==> config.mk <==
export PLATFORM = sky130hd
export DESIGN_NAME = ctp_timer_pair
export DESIGN_NICKNAME = d
export VERILOG_FILES = /design/src/inc/ctp_pkg.sv /design/src/verilog/ctp_prescaler.sv /design/src/verilog/ctp_timer_pair.sv
export SDC_FILE = /design/constraint.sdc
export NUM_CORES = 1
export LEC_CHECK = 0
export BUFFER_PORTS_ARGS = -buffer_cell sky130_fd_sc_hd__buf_4
export CAP_MARGIN = 10
export CELL_PAD_IN_SITES_DETAIL_PLACEMENT = 0
export CELL_PAD_IN_SITES_GLOBAL_PLACEMENT = 2
export CORE_ASPECT_RATIO = 0.5
export CORE_MARGIN = 4
export CORE_UTILIZATION = 39
export DETAILED_ROUTE_END_ITERATION = 6
export GPL_ROUTABILITY_DRIVEN = 0
export GPL_TIMING_DRIVEN = 0
export PLACE_DENSITY = 0.86
export SYNTH_ARGS = -nofsm -noshare
export SYNTH_HDL_FRONTEND = slang
export SYNTH_SLANG_ARGS = --single-unit
==> constraint.sdc <==
create_clock -name clock -period 4 [get_ports clock]
set_input_delay 0.2 -clock clock [delete_from_list [all_inputs] [get_ports clock]]
set_output_delay 0.2 -clock clock [all_outputs]
set_load 0.03 [all_outputs]
==> src/inc/ctp_pkg.sv <==
// Constants, types and decode helpers for the cascadable timer pair
package ctp_pkg;

  localparam int ADDR_W = 4;
  localparam int DATA_W = 16;

  // Word offsets on the register port
  localparam logic [3:0] OFF_CTRL_LO = 4'h0;
  localparam logic [3:0] OFF_CTRL_HI = 4'h1;
  localparam logic [3:0] OFF_CNT_LO = 4'h2;
  localparam logic [3:0] OFF_CNT_HI = 4'h3;
  localparam logic [3:0] OFF_PER_LO = 4'h4;
  localparam logic [3:0] OFF_PER_HI = 4'h5;
  localparam logic [3:0] OFF_IRQ_LO = 4'h6;
  localparam logic [3:0] OFF_IRQ_HI = 4'h7;

  // Control field positions
  localparam int BIT_TIMER_RUN = 15;
  localparam int BIT_STOP_IN_IDLE = 13;
  localparam int BIT_GATE_ACC = 6;
  localparam int BIT_PRESCALE_MSB = 5;
  localparam int BIT_PRESCALE_LSB = 4;
  localparam int BIT_CASCADE = 3;
  localparam int BIT_CLOCK_SOURCE = 1;

  // Implemented control bits; all others store and read zero
  localparam logic [15:0] CTRL_LO_MASK = 16'ha07a;
  localparam logic [15:0] CTRL_HI_MASK = 16'ha072;

  // Interrupt control fields
  localparam int IRQ_FLAG_BIT = 0;
  localparam int IRQ_ENABLE_BIT = 1;
  localparam int IRQ_PRIO_LSB = 2;
  localparam int IRQ_PRIO_MSB = 4;

  // Values after reset
  localparam logic [15:0] CTRL_RESET = 16'h0000;
  localparam logic [15:0] COUNT_RESET = 16'h0000;
  localparam logic [15:0] PERIOD_RESET = 16'hffff;
  localparam logic [4:0] IRQ_RESET = 5'h00;
  localparam logic [7:0] PRESCALE_RESET = 8'h00;

  // Prescaler terminal counts for 1:1, 1:8, 1:64, 1:256
  localparam logic [7:0] PRESCALE_TC_1 = 8'h00;
  localparam logic [7:0] PRESCALE_TC_8 = 8'h07;
  localparam logic [7:0] PRESCALE_TC_64 = 8'h3f;
  localparam logic [7:0] PRESCALE_TC_256 = 8'hff;

  typedef enum logic [1:0] {
    MODE_TIMER = 2'b00,
    MODE_GATED = 2'b01,
    MODE_COUNTER = 2'b10
  } ctp_mode_t;

  typedef struct packed {
    logic [15:0] ctrl_lo;
    logic [15:0] ctrl_hi;
    logic [15:0] cnt_lo;
    logic [15:0] cnt_hi;
    logic [15:0] per_lo;
    logic [15:0] per_hi;
    logic [4:0] irqc_lo;
    logic [4:0] irqc_hi;
    logic [2:0] sync_lo;
    logic [2:0] sync_hi;
    logic lvl_lo;
    logic lvl_hi;
    logic retime_lo;
    logic [15:0] read_data;
    logic irq_lo;
    logic irq_hi;
    logic [2:0] prio_lo;
    logic [2:0] prio_hi;
  } ctp_state_t;

  typedef struct packed {
    logic [7:0] count;
  } ctp_pre_state_t;

  localparam ctp_state_t STATE_RESET = '{
    ctrl_lo: CTRL_RESET,
    ctrl_hi: CTRL_RESET,
    cnt_lo: COUNT_RESET,
    cnt_hi: COUNT_RESET,
    per_lo: PERIOD_RESET,
    per_hi: PERIOD_RESET,
    irqc_lo: IRQ_RESET,
    irqc_hi: IRQ_RESET,
    default: '0
  };

  // Mode from clock source and gate bits
  function automatic ctp_mode_t ctp_mode(input logic source, input logic gate);
    if (source)
      ctp_mode = MODE_COUNTER;
    else if (gate)
      ctp_mode = MODE_GATED;
    else
      ctp_mode = MODE_TIMER;
  endfunction : ctp_mode

endpackage : ctp_pkg

==> src/verilog/ctp_prescaler.sv <==
// Input clock prescaler for one timer of the pair
`timescale 1ns/100ps
module ctp_prescaler (
  input wire logic clock,
  input wire logic rst,
  input wire logic clock_enable,
  input wire logic tick_in,
  input wire logic clear,
  input wire logic [1:0] prescale_select,
  output logic tick_out
);

  ctp_pkg::ctp_pre_state_t st_reg;
  ctp_pkg::ctp_pre_state_t st_next;
  logic [7:0] limit;

  // Terminal count of the selected ratio
  function automatic logic [7:0] tc_of(input logic [1:0] sel);
    case (sel)
      2'b00: tc_of = ctp_pkg::PRESCALE_TC_1;
      2'b01: tc_of = ctp_pkg::PRESCALE_TC_8;
      2'b10: tc_of = ctp_pkg::PRESCALE_TC_64;
      default: tc_of = ctp_pkg::PRESCALE_TC_256;
    endcase
  endfunction : tc_of

  // Count input ticks, pulse on terminal count
  always_comb
  begin
    st_next = st_reg;
    limit = tc_of(prescale_select);
    tick_out = 1'b0;
    if (clear)
      st_next.count = ctp_pkg::PRESCALE_RESET;
    else if (tick_in)
    begin
      // At or past the limit, so a ratio cut mid-count cannot stall
      if (st_reg.count >= limit)
      begin
        st_next.count = ctp_pkg::PRESCALE_RESET;
        tick_out = 1'b1;
      end
      else
        st_next.count = st_reg.count + 8'h01;
    end
  end

  // State register
  always_ff @(posedge clock or posedge rst)
  begin
    if (rst)
      st_reg.count <= ctp_pkg::PRESCALE_RESET;
    else if (clock_enable)
      st_reg <= st_next;
  end

endmodule : ctp_prescaler

==> src/verilog/ctp_timer_pair.sv <==
// Pair of 16-bit timers that cascade into one 32-bit timer
//
// Local design decisions: the register addresses and the plain strobed port.
`timescale 1ns/100ps
module ctp_timer_pair (
  input wire logic clock,
  input wire logic rst,
  input wire logic clock_enable,
  input wire logic [3:0] address,
  input wire logic [15:0] write_data,
  input wire logic write_strobe,
  input wire logic read_strobe,
  output logic [15:0] read_data,
  input wire logic idle_mode,
  input wire logic external_timer_clock_pin_low,
  input wire logic external_timer_clock_pin_high,
  output logic low_irq_request,
  output logic high_irq_request,
  output logic [2:0] low_irq_priority,
  output logic [2:0] high_irq_priority
);

  ctp_pkg::ctp_state_t st_reg;
  ctp_pkg::ctp_state_t st_next;
  ctp_pkg::ctp_mode_t mode_lo;
  ctp_pkg::ctp_mode_t mode_hi;
  logic mode32;
  logic run_a;
  logic run_b;
  logic chg_lo;
  logic chg_hi;
  logic rise_lo;
  logic rise_hi;
  logic fall_lo;
  logic fall_hi;
  logic pre_in_lo;
  logic pre_in_hi;
  logic pre_out_lo;
  logic pre_out_hi;
  logic tick_lo;
  logic tick_hi;
  logic gfall_lo;
  logic gfall_hi;
  logic wrap_lo;
  logic wrap_hi;
  logic wrap32;

  // Input tick for a mode; gate level or pin edge as needed
  function automatic logic src_tick(input ctp_pkg::ctp_mode_t m, input logic rise, input logic lvl);
    case (m)
      ctp_pkg::MODE_TIMER: src_tick = 1'b1;
      ctp_pkg::MODE_GATED: src_tick = lvl;
      ctp_pkg::MODE_COUNTER: src_tick = rise;
      default: src_tick = 1'b0;
    endcase
  endfunction : src_tick

  // Mode decode; high control bits other than stop-in-idle are moot while cascaded
  assign mode32 = st_reg.ctrl_lo[ctp_pkg::BIT_CASCADE];
  assign mode_lo = ctp_pkg::ctp_mode(st_reg.ctrl_lo[ctp_pkg::BIT_CLOCK_SOURCE],
                                     st_reg.ctrl_lo[ctp_pkg::BIT_GATE_ACC]);
  assign mode_hi = ctp_pkg::ctp_mode(st_reg.ctrl_hi[ctp_pkg::BIT_CLOCK_SOURCE],
                                     st_reg.ctrl_hi[ctp_pkg::BIT_GATE_ACC]);

  // Run gating; the pair obeys low run and high stop-in-idle
  assign run_a = st_reg.ctrl_lo[ctp_pkg::BIT_TIMER_RUN]
                 && !(idle_mode && (mode32 ? st_reg.ctrl_hi[ctp_pkg::BIT_STOP_IN_IDLE]
                                           : st_reg.ctrl_lo[ctp_pkg::BIT_STOP_IN_IDLE]));
  assign run_b = !mode32 && st_reg.ctrl_hi[ctp_pkg::BIT_TIMER_RUN]
                 && !(idle_mode && st_reg.ctrl_hi[ctp_pkg::BIT_STOP_IN_IDLE]);

  // Filtered pin edges; a change counts once stages two and three agree
  assign chg_lo = (st_reg.sync_lo[1] == st_reg.sync_lo[2]) && (st_reg.sync_lo[2] != st_reg.lvl_lo);
  assign chg_hi = (st_reg.sync_hi[1] == st_reg.sync_hi[2]) && (st_reg.sync_hi[2] != st_reg.lvl_hi);
  assign rise_lo = chg_lo && st_reg.sync_lo[2];
  assign rise_hi = chg_hi && st_reg.sync_hi[2];
  assign fall_lo = chg_lo && !st_reg.sync_lo[2];
  assign fall_hi = chg_hi && !st_reg.sync_hi[2];

  // Prescaler feeds; the internal clock is the instruction clock itself
  assign pre_in_lo = run_a && src_tick(mode_lo, rise_lo, st_reg.lvl_lo);
  assign pre_in_hi = run_b && src_tick(mode_hi, rise_hi, st_reg.lvl_hi);

  ctp_prescaler u_pre_lo (
    .clock(clock),
    .rst(rst),
    .clock_enable(clock_enable),
    .tick_in(pre_in_lo),
    .clear(!run_a),
    .prescale_select(st_reg.ctrl_lo[ctp_pkg::BIT_PRESCALE_MSB:ctp_pkg::BIT_PRESCALE_LSB]),
    .tick_out(pre_out_lo)
  );

  ctp_prescaler u_pre_hi (
    .clock(clock),
    .rst(rst),
    .clock_enable(clock_enable),
    .tick_in(pre_in_hi),
    .clear(!run_b),
    .prescale_select(st_reg.ctrl_hi[ctp_pkg::BIT_PRESCALE_MSB:ctp_pkg::BIT_PRESCALE_LSB]),
    .tick_out(pre_out_hi)
  );

  // Count ticks; pin ticks of the low timer go through a retime stage
  assign tick_lo = (mode_lo == ctp_pkg::MODE_COUNTER) ? (st_reg.retime_lo && run_a) : pre_out_lo;
  assign tick_hi = pre_out_hi;

  // Gate falls while gated and running
  assign gfall_lo = run_a && (mode_lo == ctp_pkg::MODE_GATED) && fall_lo;
  assign gfall_hi = run_b && (mode_hi == ctp_pkg::MODE_GATED) && fall_hi;

  // Period matches
  assign wrap_lo = tick_lo && (st_reg.cnt_lo == st_reg.per_lo);
  assign wrap_hi = tick_hi && (st_reg.cnt_hi == st_reg.per_hi);
  assign wrap32 = tick_lo && ({st_reg.cnt_hi, st_reg.cnt_lo} == {st_reg.per_hi, st_reg.per_lo});

  // Next state: pins, counters, bus and outputs
  always_comb
  begin
    logic set_lo;
    logic set_hi;
    set_lo = 1'b0;
    set_hi = 1'b0;
    st_next = st_reg;
    // Three-stage pin synchronisers; first stage feeds only the second
    st_next.sync_lo = {st_reg.sync_lo[1:0], external_timer_clock_pin_low};
    st_next.sync_hi = {st_reg.sync_hi[1:0], external_timer_clock_pin_high};
    if (chg_lo)
      st_next.lvl_lo = st_reg.sync_lo[2];
    if (chg_hi)
      st_next.lvl_hi = st_reg.sync_hi[2];
    // Retime after the prescaler for the low timer's pin clock
    st_next.retime_lo = pre_out_lo && (mode_lo == ctp_pkg::MODE_COUNTER) && run_a;
    if (mode32)
    begin
      // Cascaded: one 32-bit count, flags land on the high timer
      if (wrap32)
      begin
        st_next.cnt_hi = ctp_pkg::COUNT_RESET;
        st_next.cnt_lo = ctp_pkg::COUNT_RESET;
        set_hi = (mode_lo != ctp_pkg::MODE_GATED);
      end
      else if (tick_lo)
        {st_next.cnt_hi, st_next.cnt_lo} = 32'({st_reg.cnt_hi, st_reg.cnt_lo} + 32'h00000001);
      set_hi = set_hi || gfall_lo;
    end
    else
    begin
      // Separate 16-bit timers
      if (wrap_lo)
      begin
        st_next.cnt_lo = ctp_pkg::COUNT_RESET;
        set_lo = (mode_lo != ctp_pkg::MODE_GATED);
      end
      else if (tick_lo)
        st_next.cnt_lo = st_reg.cnt_lo + 16'h0001;
      if (wrap_hi)
      begin
        st_next.cnt_hi = ctp_pkg::COUNT_RESET;
        set_hi = (mode_hi != ctp_pkg::MODE_GATED);
      end
      else if (tick_hi)
        st_next.cnt_hi = st_reg.cnt_hi + 16'h0001;
      set_lo = set_lo || gfall_lo;
      set_hi = set_hi || gfall_hi;
    end
    // Register writes; a counter write beats the count step
    if (write_strobe)
    begin
      case (address)
        ctp_pkg::OFF_CTRL_LO: st_next.ctrl_lo = write_data & ctp_pkg::CTRL_LO_MASK;
        ctp_pkg::OFF_CTRL_HI: st_next.ctrl_hi = write_data & ctp_pkg::CTRL_HI_MASK;
        ctp_pkg::OFF_CNT_LO: st_next.cnt_lo = write_data;
        ctp_pkg::OFF_CNT_HI: st_next.cnt_hi = write_data;
        ctp_pkg::OFF_PER_LO: st_next.per_lo = write_data;
        ctp_pkg::OFF_PER_HI: st_next.per_hi = write_data;
        ctp_pkg::OFF_IRQ_LO: st_next.irqc_lo = write_data[4:0];
        ctp_pkg::OFF_IRQ_HI: st_next.irqc_hi = write_data[4:0];
        default: ;
      endcase
    end
    // Hardware set wins over a clearing write in the same cycle
    st_next.irqc_lo[ctp_pkg::IRQ_FLAG_BIT] = st_next.irqc_lo[ctp_pkg::IRQ_FLAG_BIT] || set_lo;
    st_next.irqc_hi[ctp_pkg::IRQ_FLAG_BIT] = st_next.irqc_hi[ctp_pkg::IRQ_FLAG_BIT] || set_hi;
    // Read data stand only in the cycle after the strobe
    st_next.read_data = 16'h0000;
    if (read_strobe)
    begin
      case (address)
        ctp_pkg::OFF_CTRL_LO: st_next.read_data = st_reg.ctrl_lo;
        ctp_pkg::OFF_CTRL_HI: st_next.read_data = st_reg.ctrl_hi;
        ctp_pkg::OFF_CNT_LO: st_next.read_data = st_reg.cnt_lo;
        ctp_pkg::OFF_CNT_HI: st_next.read_data = st_reg.cnt_hi;
        ctp_pkg::OFF_PER_LO: st_next.read_data = st_reg.per_lo;
        ctp_pkg::OFF_PER_HI: st_next.read_data = st_reg.per_hi;
        ctp_pkg::OFF_IRQ_LO: st_next.read_data = {11'h000, st_reg.irqc_lo};
        ctp_pkg::OFF_IRQ_HI: st_next.read_data = {11'h000, st_reg.irqc_hi};
        default: st_next.read_data = 16'h0000;
      endcase
    end
    // Requests; the low request is muted while cascaded
    st_next.irq_lo = st_next.irqc_lo[ctp_pkg::IRQ_FLAG_BIT] && st_next.irqc_lo[ctp_pkg::IRQ_ENABLE_BIT]
                     && !st_next.ctrl_lo[ctp_pkg::BIT_CASCADE];
    st_next.irq_hi = st_next.irqc_hi[ctp_pkg::IRQ_FLAG_BIT] && st_next.irqc_hi[ctp_pkg::IRQ_ENABLE_BIT];
    st_next.prio_lo = st_next.irqc_lo[ctp_pkg::IRQ_PRIO_MSB:ctp_pkg::IRQ_PRIO_LSB];
    st_next.prio_hi = st_next.irqc_hi[ctp_pkg::IRQ_PRIO_MSB:ctp_pkg::IRQ_PRIO_LSB];
  end

  // State register; enable low freezes everything
  always_ff @(posedge clock or posedge rst)
  begin
    if (rst)
      st_reg <= ctp_pkg::STATE_RESET;
    else if (clock_enable)
      st_reg <= st_next;
  end

  // Outputs straight from the state register
  assign read_data = st_reg.read_data;
  assign low_irq_request = st_reg.irq_lo;
  assign high_irq_request = st_reg.irq_hi;
  assign low_irq_priority = st_reg.prio_lo;
  assign high_irq_priority = st_reg.prio_hi;
endmodule : ctp_timer_pair
==> metrics, run 1 <==
CP Data Arrival Time=about 3900 ps; GRT Overall Usage=25.4%; post-synthesis mux area share=between 8 and 9%; most common cell after layout, fill and taps aside=dfrtp_1; Async S/R FF share, synth=100%; Synth Area in Compound Gates=about 21%; CTS root buf=clkbuf_16; diodes inserted=0; CP max stage delay=660 ps; critical path peak fanout=10; register-to-register setup slack=440 ps; Post-CTS Setup Repair Bufs=0; chip width=between 200 and 250 um; Syn Nets=a little over 900; CP Cell Sequence=clkbuf_1 -> xor2_1 -> nor4_2 -> nand4_1 -> a221oi_2 -> nor2_1 -> buf_2 -> nand4_1 -> o311ai_0; reg2reg end=st_reg[93]$_DFFE_PP0P_; fin area=approximately 10000 um^2; Critical R2R Launch=st_reg[79]$_DFFE_PP0P_; Cell Rows=37; Core Box Area=roughly 21000 um^2; Data required, critical path=4290 ps; LEAKAGE=approximately 0.004 uW; most frequent cells in the layout=98 x dfrtp_1, 72 x buf_4, 71 x nand2_1, 59 x mux2_2, 53 x clkbuf_1; clock-pin slew on the worst setup and hold paths=60 ps; Worst IR Drop VDD=0.000318 V; Port Buf Inserts=50; Main synth FF type=dfrtp_1; Top delay family on crit path=simple AND/OR/NAND/NOR gates; Avg Cell Area, Syn=roughly 9.4 um^2; H-tree levels=4; maximum root-to-sink buffer count=2; CTS Buf Count=17; PD cells=about 500 nW/um^2; Wirelength per Cell=~25 um; non-filler cells, final=approximately 1300; r2r worst-path depth=9; status=finished, final reports clean; critical path class=flip-flop to flip-flop; simple-gate share of the synthesized area=roughly 17%; share of layout cells above drive strength 1=a little under a quarter; Hold Path Cell Cnt=3; P&R area growth vs syn=16.1%; die height=between 100 and 150 um; Slowest cell on crit path=a221oi_2; Pins Over Slew Limit=0; Place WS=495 ps; Starting DRT DRC Count=roughly 800; wire length of the first global-routing pass=between 40 and 50 mm; fmax=between 0.2 and 0.3 GHz; XOR/XNOR share of the synthesized area=roughly 5.2%; clock insertion delay at the later pin of the skew report=around 430 ps; largest net degree at the start of global routing=69; via-per-instance ratio=6.23; startpoint types=flip-flop; Tightest Pin Transition=between 1000 and 1500 ps; Hold Violations, Final=0; clock sink count=130; Initial Utilization=about two fifths; Buf/Inv on CP=2; max reg flops=just over 90; synth warn=0; max_cap viols=0; Detailed Routing Iterations Pass 1=5; final setup margin=approximately 440 ps; CTS tree=yes; post-route ant nets=0; initial antenna violation count=0; top-level I/O count=between 50 and 60; Cell variety after synth=between 70 and 80; beginning of the worst hold path=write_data[10]; unrepaired setup endpoints after global routing=no; # setup viols final=0; Worst Hold End=st_reg[101]$_DFFE_PP0P_; die footprint=24100 um^2; routed vias=7806; number of synthesized flops with an enable pin=0; sequential area share after synthesis=39.2%; crit path time final=around 3600 ps; fin nets=1009; Yosys reg bits=130; GR Overflow Total=0; crit-path most repeated cell=nand4_1; Synth Instances=892; placed instance count=about 1200; Cell Area, Synth=roughly 8400 um^2; fin crit share=roughly nine tenths; Worst Setup End Kind=flip-flop; Adder-Cell Fraction of Synth Area=between 2 and 2.5%; Post-route DRC=0; max_slew headroom=a little under a third; total wire length=roughly 31 mm; vias in the first global route=about 7300; hold crit path type=input pin to flip-flop; Final Skew=~8.7 ps; placed inst area=between 9000 and 10000 um^2; DP HPWL=between 20 and 25 mm; main combinational cell family by area after synthesis=compound AO/OA/AOI/OAI gates
[logic make-up (layout without fill, tap and decap cells)]
group           count (synthesis)  after routing
buf+inv                       110            197
fa+ha+maj                      15             15
simple gates                  276            276
compound gates                246            246
flops                         130            130
mux                            65             65
xor+xnor                       50             50
[synth_stat cells, types with 5 or more instances]
library cell	count	area, um^2
dfrtp_1	98	2450
nand2_1	71	267
mux2_2	59	664
clkbuf_1	47	176
xor2_1	46	403
a21oi_1	41	205
o21ai_0	41	205
nor2_1	36	135
dfstp_2	32	841
nand3_1	31	155
nand4_1	29	181
and3_1	23	144
nor3_1	23	115
buf_4	22	165
inv_1	22	82.6
a22oi_1	21	158
nor4_1	19	119
a221oi_1	18	158
ha_1	15	188
o2bb2ai_1	15	131
buf_2	11	55.1
o22ai_1	10	62.6
a21o_1	9	67.6
a22o_1	9	78.8
a31oi_1	9	56.3
nand2b_1	9	56.3
o211ai_1	9	67.6
a211oi_1	8	60.1
nand3b_1	7	52.6
o31ai_1	7	52.6
and2_1	5	31.3
mux2i_1	5	50.1
nor2b_1	5	31.3
[area by class of cell]
class | count | area, um^2
Multi-Input combinational cell | 652 | 4590
Clock inverter | 7 | 85.1
Tap cell | 273 | 342
Buffer | 86 | 429
Fill cell | 2021 | 11100
Timing Repair Buffer | 55 | 440
Sequential cell | 130 | 3290
Inverter | 24 | 95.1
Clock buffer | 25 | 475
[how the worst max path moves through the flow]
stage                            startpoint                           end  slack (ps)  depth (start not counted)
detailed placement   st_reg[79]$_DFFE_PP0P_        st_reg[93]$_DFFE_PP0P_         500                          9
floorplan                               rst  high_irq_request$_DFFE_PP0P_         380                          1
CTS                  st_reg[79]$_DFFE_PP0P_        st_reg[93]$_DFFE_PP0P_         460                          9
finish               st_reg[79]$_DFFE_PP0P_        st_reg[93]$_DFFE_PP0P_         440                          9
global route        st_reg[111]$_DFFE_PP0P_        st_reg[89]$_DFFE_PP0P_         270                          9
global placement                        rst      read_data[7]$_DFFE_PP0P_       -1450                          2
[metrics by stage]
| step | hold WS [ps] | utilization [%] | TNS [ps] | power, uW |
|---|---|---|---|---|
| finish | 45.9 | 46.8 | 0 | 4890 |
| floorplan | 317 | - | 0 | 2810 |
| CTS | 24.0 | 46.8 | 0 | 4870 |
| detailed placement | 326 | 43.9 | 0 | 3320 |
| global route | 49.4 | 46.8 | 0 | 5130 |
| global placement | 435 | 43.8 | -140700 | 3300 |
[worst reg2reg max path: cells and delay by family (launching register included)]
| family | cells | cell delay (ps) |
|---|---|---|
| AND/OR/NAND/NOR | 4 | 1300 |
| buffers and inverters | 2 | 690 |
| flip-flops | 1 | 330 |
| AO/OA/AOI/OAI | 2 | 790 |
| XOR/XNOR | 1 | 320 |
[metal layers]
layer | global-route usage (%) | vias up | share of wire, %
li1 | - | 3490 | -
met1 | 37.6 | 3901 | 47
met2 | 34.2 | 382 | 40
met3 | 9.98 | 33 | 11
met4 | 6.65 | 0 | 1.7
met5 | 0 | - | 0
[repair_timing]
| item | CTS | global route |
|---|---|---|
| hold buffers | 3 | 0 |
| hold endpoints to repair | 43 | 0 |
| gates resized for setup | 0 | 1 |
| setup endpoints to repair | 0 | 1 |
[power breakdown]
group	switching, uW	total (uW)	internal, uW
Sequential	265	1870	1600
Clock	586	1530	944
Combinational	943	1500	557
Power figures use the tool's default switching activity.
==> run 2: changes to the inputs <==
Settings changed: PLACE_DENSITY 0.86 to 0.87, SYNTH_HIERARCHICAL set to 1.
==> run 2 against run 1 <==
Against the previous run: the flow now finishes with violations (design-rule violations); cell count is 6.5% higher; clock skew is 0.78 ps higher; maximum frequency is 6.4% lower; synthesized cell count is 6.5% higher; sequential cell count stayed put; setup slack worse by 240 ps; largest power group unchanged.
==> metrics, run 2 <==
Port Buf Inserts=48; failing checks=design-rule violations; H-tree levels=4; crit-path most repeated cell=clkbuf_1; Critical R2R Launch=mode32$_DFFE_PP0P_; Crit path depth=9; Avg Cell Area, Syn=about 9 um^2; synth warn=6; Core Box Area=21700 um^2; die footprint=roughly 25000 um^2; maximum root-to-sink buffer count=2; unrepaired setup endpoints after global routing=no; Cell Rows=38; startpoint types=flip-flop; CP Data Arrival Time=a little over 4000 ps; Cell Area, Synth=between 8000 and 9000 um^2; clock-pin slew on the worst setup and hold paths=approximately 60 ps; CTS tree=yes; sequential area share after synthesis=around two fifths; Starting DRT DRC Count=about 950; PD cells=between 400 and 500 nW/um^2; Synth Instances=950; total wire length=29.9 mm; reg2reg end=st_reg[89]$_DFFE_PP0P_; Initial Utilization=approximately two fifths; register-to-register setup slack=190 ps; number of synthesized flops with an enable pin=0; CTS Buf Count=17; diodes inserted=0; Cell variety after synth=74; vias in the first global route=7400; DP HPWL=roughly 22 mm; top cells by count, synth=98 x dfrtp_1, 82 x nand2_1, 65 x nor2_1; max_slew headroom=a little over a third; Pins Over Slew Limit=0; Buf/Inv on CP=3; LEAKAGE=~0.0041 uW; die height=113 um; fin crit share=a little over nine tenths; clock sink count=130; most common cell after layout, fill and taps aside=dfrtp_1; Wirelength per Cell=22.4 um; Top delay family on crit path=buffers and inverters; final core occ=46.6%; clock insertion delay at the later pin of the skew report=between 400 and 500 ps; Slowest cell on crit path=a21oi_1; GRT Overall Usage=between 20% and 30%; Tightest Pin Transition=around 970 ps; Final Skew=9.47 ps; GR Overflow Total=0; Yosys reg bits=130; Post-CTS Setup Repair Bufs=0; ranking of synthesized cells by area=dfrtp_1 28%, dfstp_2 9.7%, mux2_2 7.8%; chip width=approximately 220 um; P&R area growth vs syn=17.2%; critical path class=flip-flop to flip-flop; Async S/R FF share, synth=100%; Post-route DRC=12; Synth area leader=dfrtp_1; top-level I/O count=52; Yosys top cell area share=28.4%; final setup margin=around 190 ps; status=finished with violations; Hold Violations, Final=0; routed vias=around 8000; beginning of the worst hold path=external_timer_clock_pin_low; largest net degree at the start of global routing=between 70 and 80; crit path time final=around 3800 ps; initial antenna violation count=0; Data required, critical path=roughly 4300 ps; total power=about 5000 uW; wire length of the first global-routing pass=around 46 mm; CP Cell Sequence=clkbuf_1 -> clkinv_1 -> nand2_1 -> clkbuf_1 -> nor3b_4 -> a21oi_1 -> o2bb2ai_1 -> nor4b_1 -> a2111oi_1; r2r worst-path depth=9; critical path peak fanout=10; FILL cells=2100; Hold Path Cell Cnt=2; count leader, synth=dfrtp_1; via-per-instance ratio=roughly 6.0; most frequent cells in the layout=98 x dfrtp_1, 82 x nand2_1, 74 x buf_4, 65 x nor2_1, 60 x mux2_2; post-route ant nets=0; fin nets=1064; Syn Nets=994; hold crit path type=input pin to flip-flop; fmax=about 0.26 GHz; max reg flops=91; # setup viols final=0; Worst IR Drop VDD=just under 0.0003 V; Place WS=-353 ps; Worst Hold End=st_next[31]$_DFFE_PP0P_; CP max stage delay=700 ps; Worst Setup End Kind=flip-flop; max_cap viols=0; Main synth FF type=dfrtp_1; CTS root buf=clkbuf_16; share of layout cells above drive strength 1=23.8%; Detailed Routing Iterations Pass 1=7
==> run 2: cell type report <==
type	count	area, um^2	share of cell area [%]
inverter	37	144	1.42
sequential	130	3290	32.6
clock inverter	10	183	1.81
buffer	97	513	5.07
timing repair buffer	51	408	4.04
multi-input combinational	686	4730	46.8
tap	300	375	3.71
clock buffer	22	464	4.59
==> run 2: how the worst max path moves through the flow <==
stage / end / slack (ps) / from
after floorplan: high_irq_request$_DFFE_PP0P_ / 840 / rst
after global placement: st_reg[85]$_DFFE_PP0P_ / -810 / rst
after detailed placement: st_reg[90]$_DFFE_PP0P_ / -350 / mode32$_DFFE_PP0P_
after CTS: st_reg[89]$_DFFE_PP0P_ / 30 / mode32$_DFFE_PP0P_
after global routing: st_reg[89]$_DFFE_PP0P_ / 50 / mode32$_DFFE_PP0P_
final: st_reg[89]$_DFFE_PP0P_ / 190 / mode32$_DFFE_PP0P_
==> run 2: power by group <==
part	internal (uW)	leakage [uW]	total (uW)	switching (uW)
registers	1580	0.00160	1810	221
clock network	1140	0.000318	1760	619
logic	565	0.00220	1430	864
total	3290	0.00412	4990	1700
==> run 2: repair_timing <==
action,in CTS,in global routing
cloned,0,0
endpoints found under the hold margin,52,0
resized for setup,2,8
setup endpoints to repair,18,20
hold buffers,2,0
==> run 2: logic make-up (layout without fill, tap and decap cells) <==
group,Yosys count,count (layout),share of synthesized area (%)
xor gates and xnor gates,44,44,4.47
and+or+nand+nor,327,327,19.7
DFF,130,130,38.2
buffers and inverters,134,217,7.51
muxes,66,66,8.59
AOI/OAI and AO/OA,233,233,19.3
adders and majority gates,16,16,2.32
==> run 2: through the flow <==
| step | hold WS (ps) | instances | setup TNS, ps | cell area, um^2 |
|---|---|---|---|---|
| after floorplan | 15.7 | 950 | 0 | 8620 |
| after global placement | 204 | 1298 | -69790 | 9360 |
| after detailed placement | 212 | 1299 | -3560 | 9390 |
| after CTS | 7.48 | 1333 | 0 | 10100 |
| after global routing | 14.0 | 1333 | 0 | 10100 |
| final | 18.2 | 1333 | 0 | 10100 |
==> run 2: metal layers <==
layer	routed length, um	vias to the layer above	GRT usage [%]
met3	2110	45	4.91
met5	0	-	0
li1	-	3627	-
met2	13000	334	35.7
met1	14000	4011	36.4
met4	732	0	7.36
==> run 3: changes to the inputs <==
Settings changed: CELL_PAD_IN_SITES_DETAIL_PLACEMENT 0 to unset, CELL_PAD_IN_SITES_GLOBAL_PLACEMENT 2 to unset, CORE_UTILIZATION 39 to 62, SLEW_MARGIN set to 20.
==> run 3 against run 2 <==
Against the previous run: clock-buffer cell count rose by 3; sequential power about the same; clock power shrank 12%; wire length fell by 5.3%; sequential share of layout area rose by 0.73 points; the run now ends clean; die area fell by 35%; combinational power barely moved; power is 3.6% lower; hold slack got worse by 3.2 ps.
==> metrics, run 3 (same netlist as run 2, synthesis figures left out) <==
status=finished, final reports clean; PD cells=roughly 500 nW/um^2; unrepaired setup endpoints after global routing=no; fin nets=1064; Post-route DRC=0; Routed met3 length=3.88 mm; startpoint types=flip-flop; GRT Overall Usage=about 36%; final core occ=between 70% and 80%; H-tree levels=4; most frequent cells in the layout=98 x dfrtp_1, 82 x nand2_1, 75 x buf_4, 65 x nor2_1, 60 x mux2_2; routed vias=between 8000 and 9000; Pins Over Slew Limit=0; critical path peak fanout=10; non-filler cells, final=1224; Top Metal Used=met4; GR Overflow Total=0; Worst IR Drop VDD=between 0.0003 and 0.0004 V; worst hold slack=15.0 ps; critical path class=flip-flop to flip-flop; wire length of the first global-routing pass=~45 mm; fin area=9890 um^2; P&R area growth vs syn=14.7%; clock insertion delay at the later pin of the skew report=between 400 and 500 ps; diodes inserted=0; CTS Buf Count=17; max reg flops=91; CTS tree=yes; total wire length=about 28 mm; Cell Rows=30; Starting DRT DRC Count=~1900; Initial Utilization=approximately 63%; CTS root buf=clkbuf_16; Slowest cell on crit path=clkinv_1; largest net degree at the start of global routing=between 70 and 80; register-to-register setup slack=just under 100 ps; top-level I/O count=between 50 and 60; max_slew headroom=~31%; CP Cell Sequence=clkbuf_1 -> clkinv_1 -> nand2_1 -> clkbuf_1 -> nor3b_2 -> clkbuf_2 -> a21o_1 -> o2bb2ai_1 -> a221oi_1 -> a2111oi_2; max_cap viols=0; Hold Violations, Final=0; CP Data Arrival Time=approximately 4200 ps; Detailed Routing Iterations Pass 1=7; post-route ant nets=0; M1 WL=10.7 mm; maximum root-to-sink buffer count=2; hold crit path type=input pin to flip-flop; CP max stage delay=between 500 and 600 ps; vias in the first global route=just over 8000; fmax=~0.26 GHz; crit-path most repeated cell=clkbuf_1; fin crit share=97.6%; Worst Setup End Kind=flip-flop; clock-pin slew on the worst setup and hold paths=roughly 60 ps; initial antenna violation count=0; placed instance count=between 1000 and 1500; LEAKAGE=a little over 0.004 uW; Wirelength per Cell=23.1 um; # setup viols final=0; met2 wire length=between 10 and 15 mm; Tightest Pin Transition=~1000 ps; most common cell after layout, fill and taps aside=dfrtp_1; DP HPWL=between 15 and 20 mm; Data required, critical path=~4300 ps; Port Buf Inserts=48; share of layout cells above drive strength 1=23.7%; clock sink count=130; die height=91.4 um; chip width=~170 um; Final Skew=7.83 ps; Core Box Area=~14000 um^2; crit path time final=approximately 4000 ps; via-per-instance ratio=between 6 and 7; placed inst area=9260 um^2; die footprint=16000 um^2
[run 3: metrics by stage]
stage | power [uW] | setup slack [ps] | setup TNS (ps)
2_1_floorplan | 2730 | 837 | 0
3_3_place_gp | 3090 | -476 | -38290
3_5_place_dp | 3160 | -36.8 | -39.0
4_1_cts | 4710 | 76.7 | 0
5_1_grt | 4960 | 53.8 | 0
6_report | 4810 | 96.2 | 0
[run 3: metal layers]
metal  vias up  track usage [%]
li1       3628                -
met2       710             53.8
met3       194             10.3
met1      4030             46.6
met5         -                0
met4         0             18.7
[run 3: timing repair]
action	4_1_cts	5_1_grt
endpoints found under the setup margin	9	16
pin swaps	0	1
hold endpoints to repair	45	0
hold buffers	1	0
setup buffers	0	1
gates resized for setup	2	8
[run 3: area by class of cell]
| cell class | instances | area (um^2) |
|---|---|---|
| tap | 192 | 240 |
| buffer | 97 | 513 |
| fill | 956 | 3700 |
| timing repair buffer | 51 | 405 |
| multi-input combinational | 686 | 4730 |
| sequential | 130 | 3290 |
| inverter | 37 | 144 |
| clock buffer | 25 | 485 |
| clock inverter | 6 | 80.1 |
[run 3: path summary, 6_finish.rpt]
kind | start | endpoint | cells past startpoint
worst max-delay path | mode32$_DFFE_PP0P_ | st_reg[89]$_DFFE_PP0P_ | 10
worst min-delay path | external_timer_clock_pin_high | st_next[28]$_DFFE_PP0P_ | 2
worst max register to register | mode32$_DFFE_PP0P_ | st_reg[89]$_DFFE_PP0P_ | 10
worst min register to register | st_next[28]$_DFFE_PP0P_ | st_next[29]$_DFFE_PP0P_ | 1
max in group asynchronous | rst | st_reg[71]$_DFFE_PP1P_ | 4
min in group asynchronous | rst | u_pre_lo/st_reg[5]$_DFFE_PP0P_ | 3
[run 3: report_power, final]
group / total [uW] / switching (uW) / internal [uW]
registers: 1810 / 229 / 1580
clock network: 1550 / 594 / 960
logic: 1440 / 872 / 569
total: 4810 / 1700 / 3110
[run 3: critical path, delay by kind of cell (launching register included)]
| family | cells | cell delay [ps] |
|---|---|---|
| buffers and inverters | 4 | 1830 |
| AOI/OAI and AO/OA | 4 | 1080 |
| and+or+nand+nor | 2 | 470 |
| DFF | 1 | 360 |
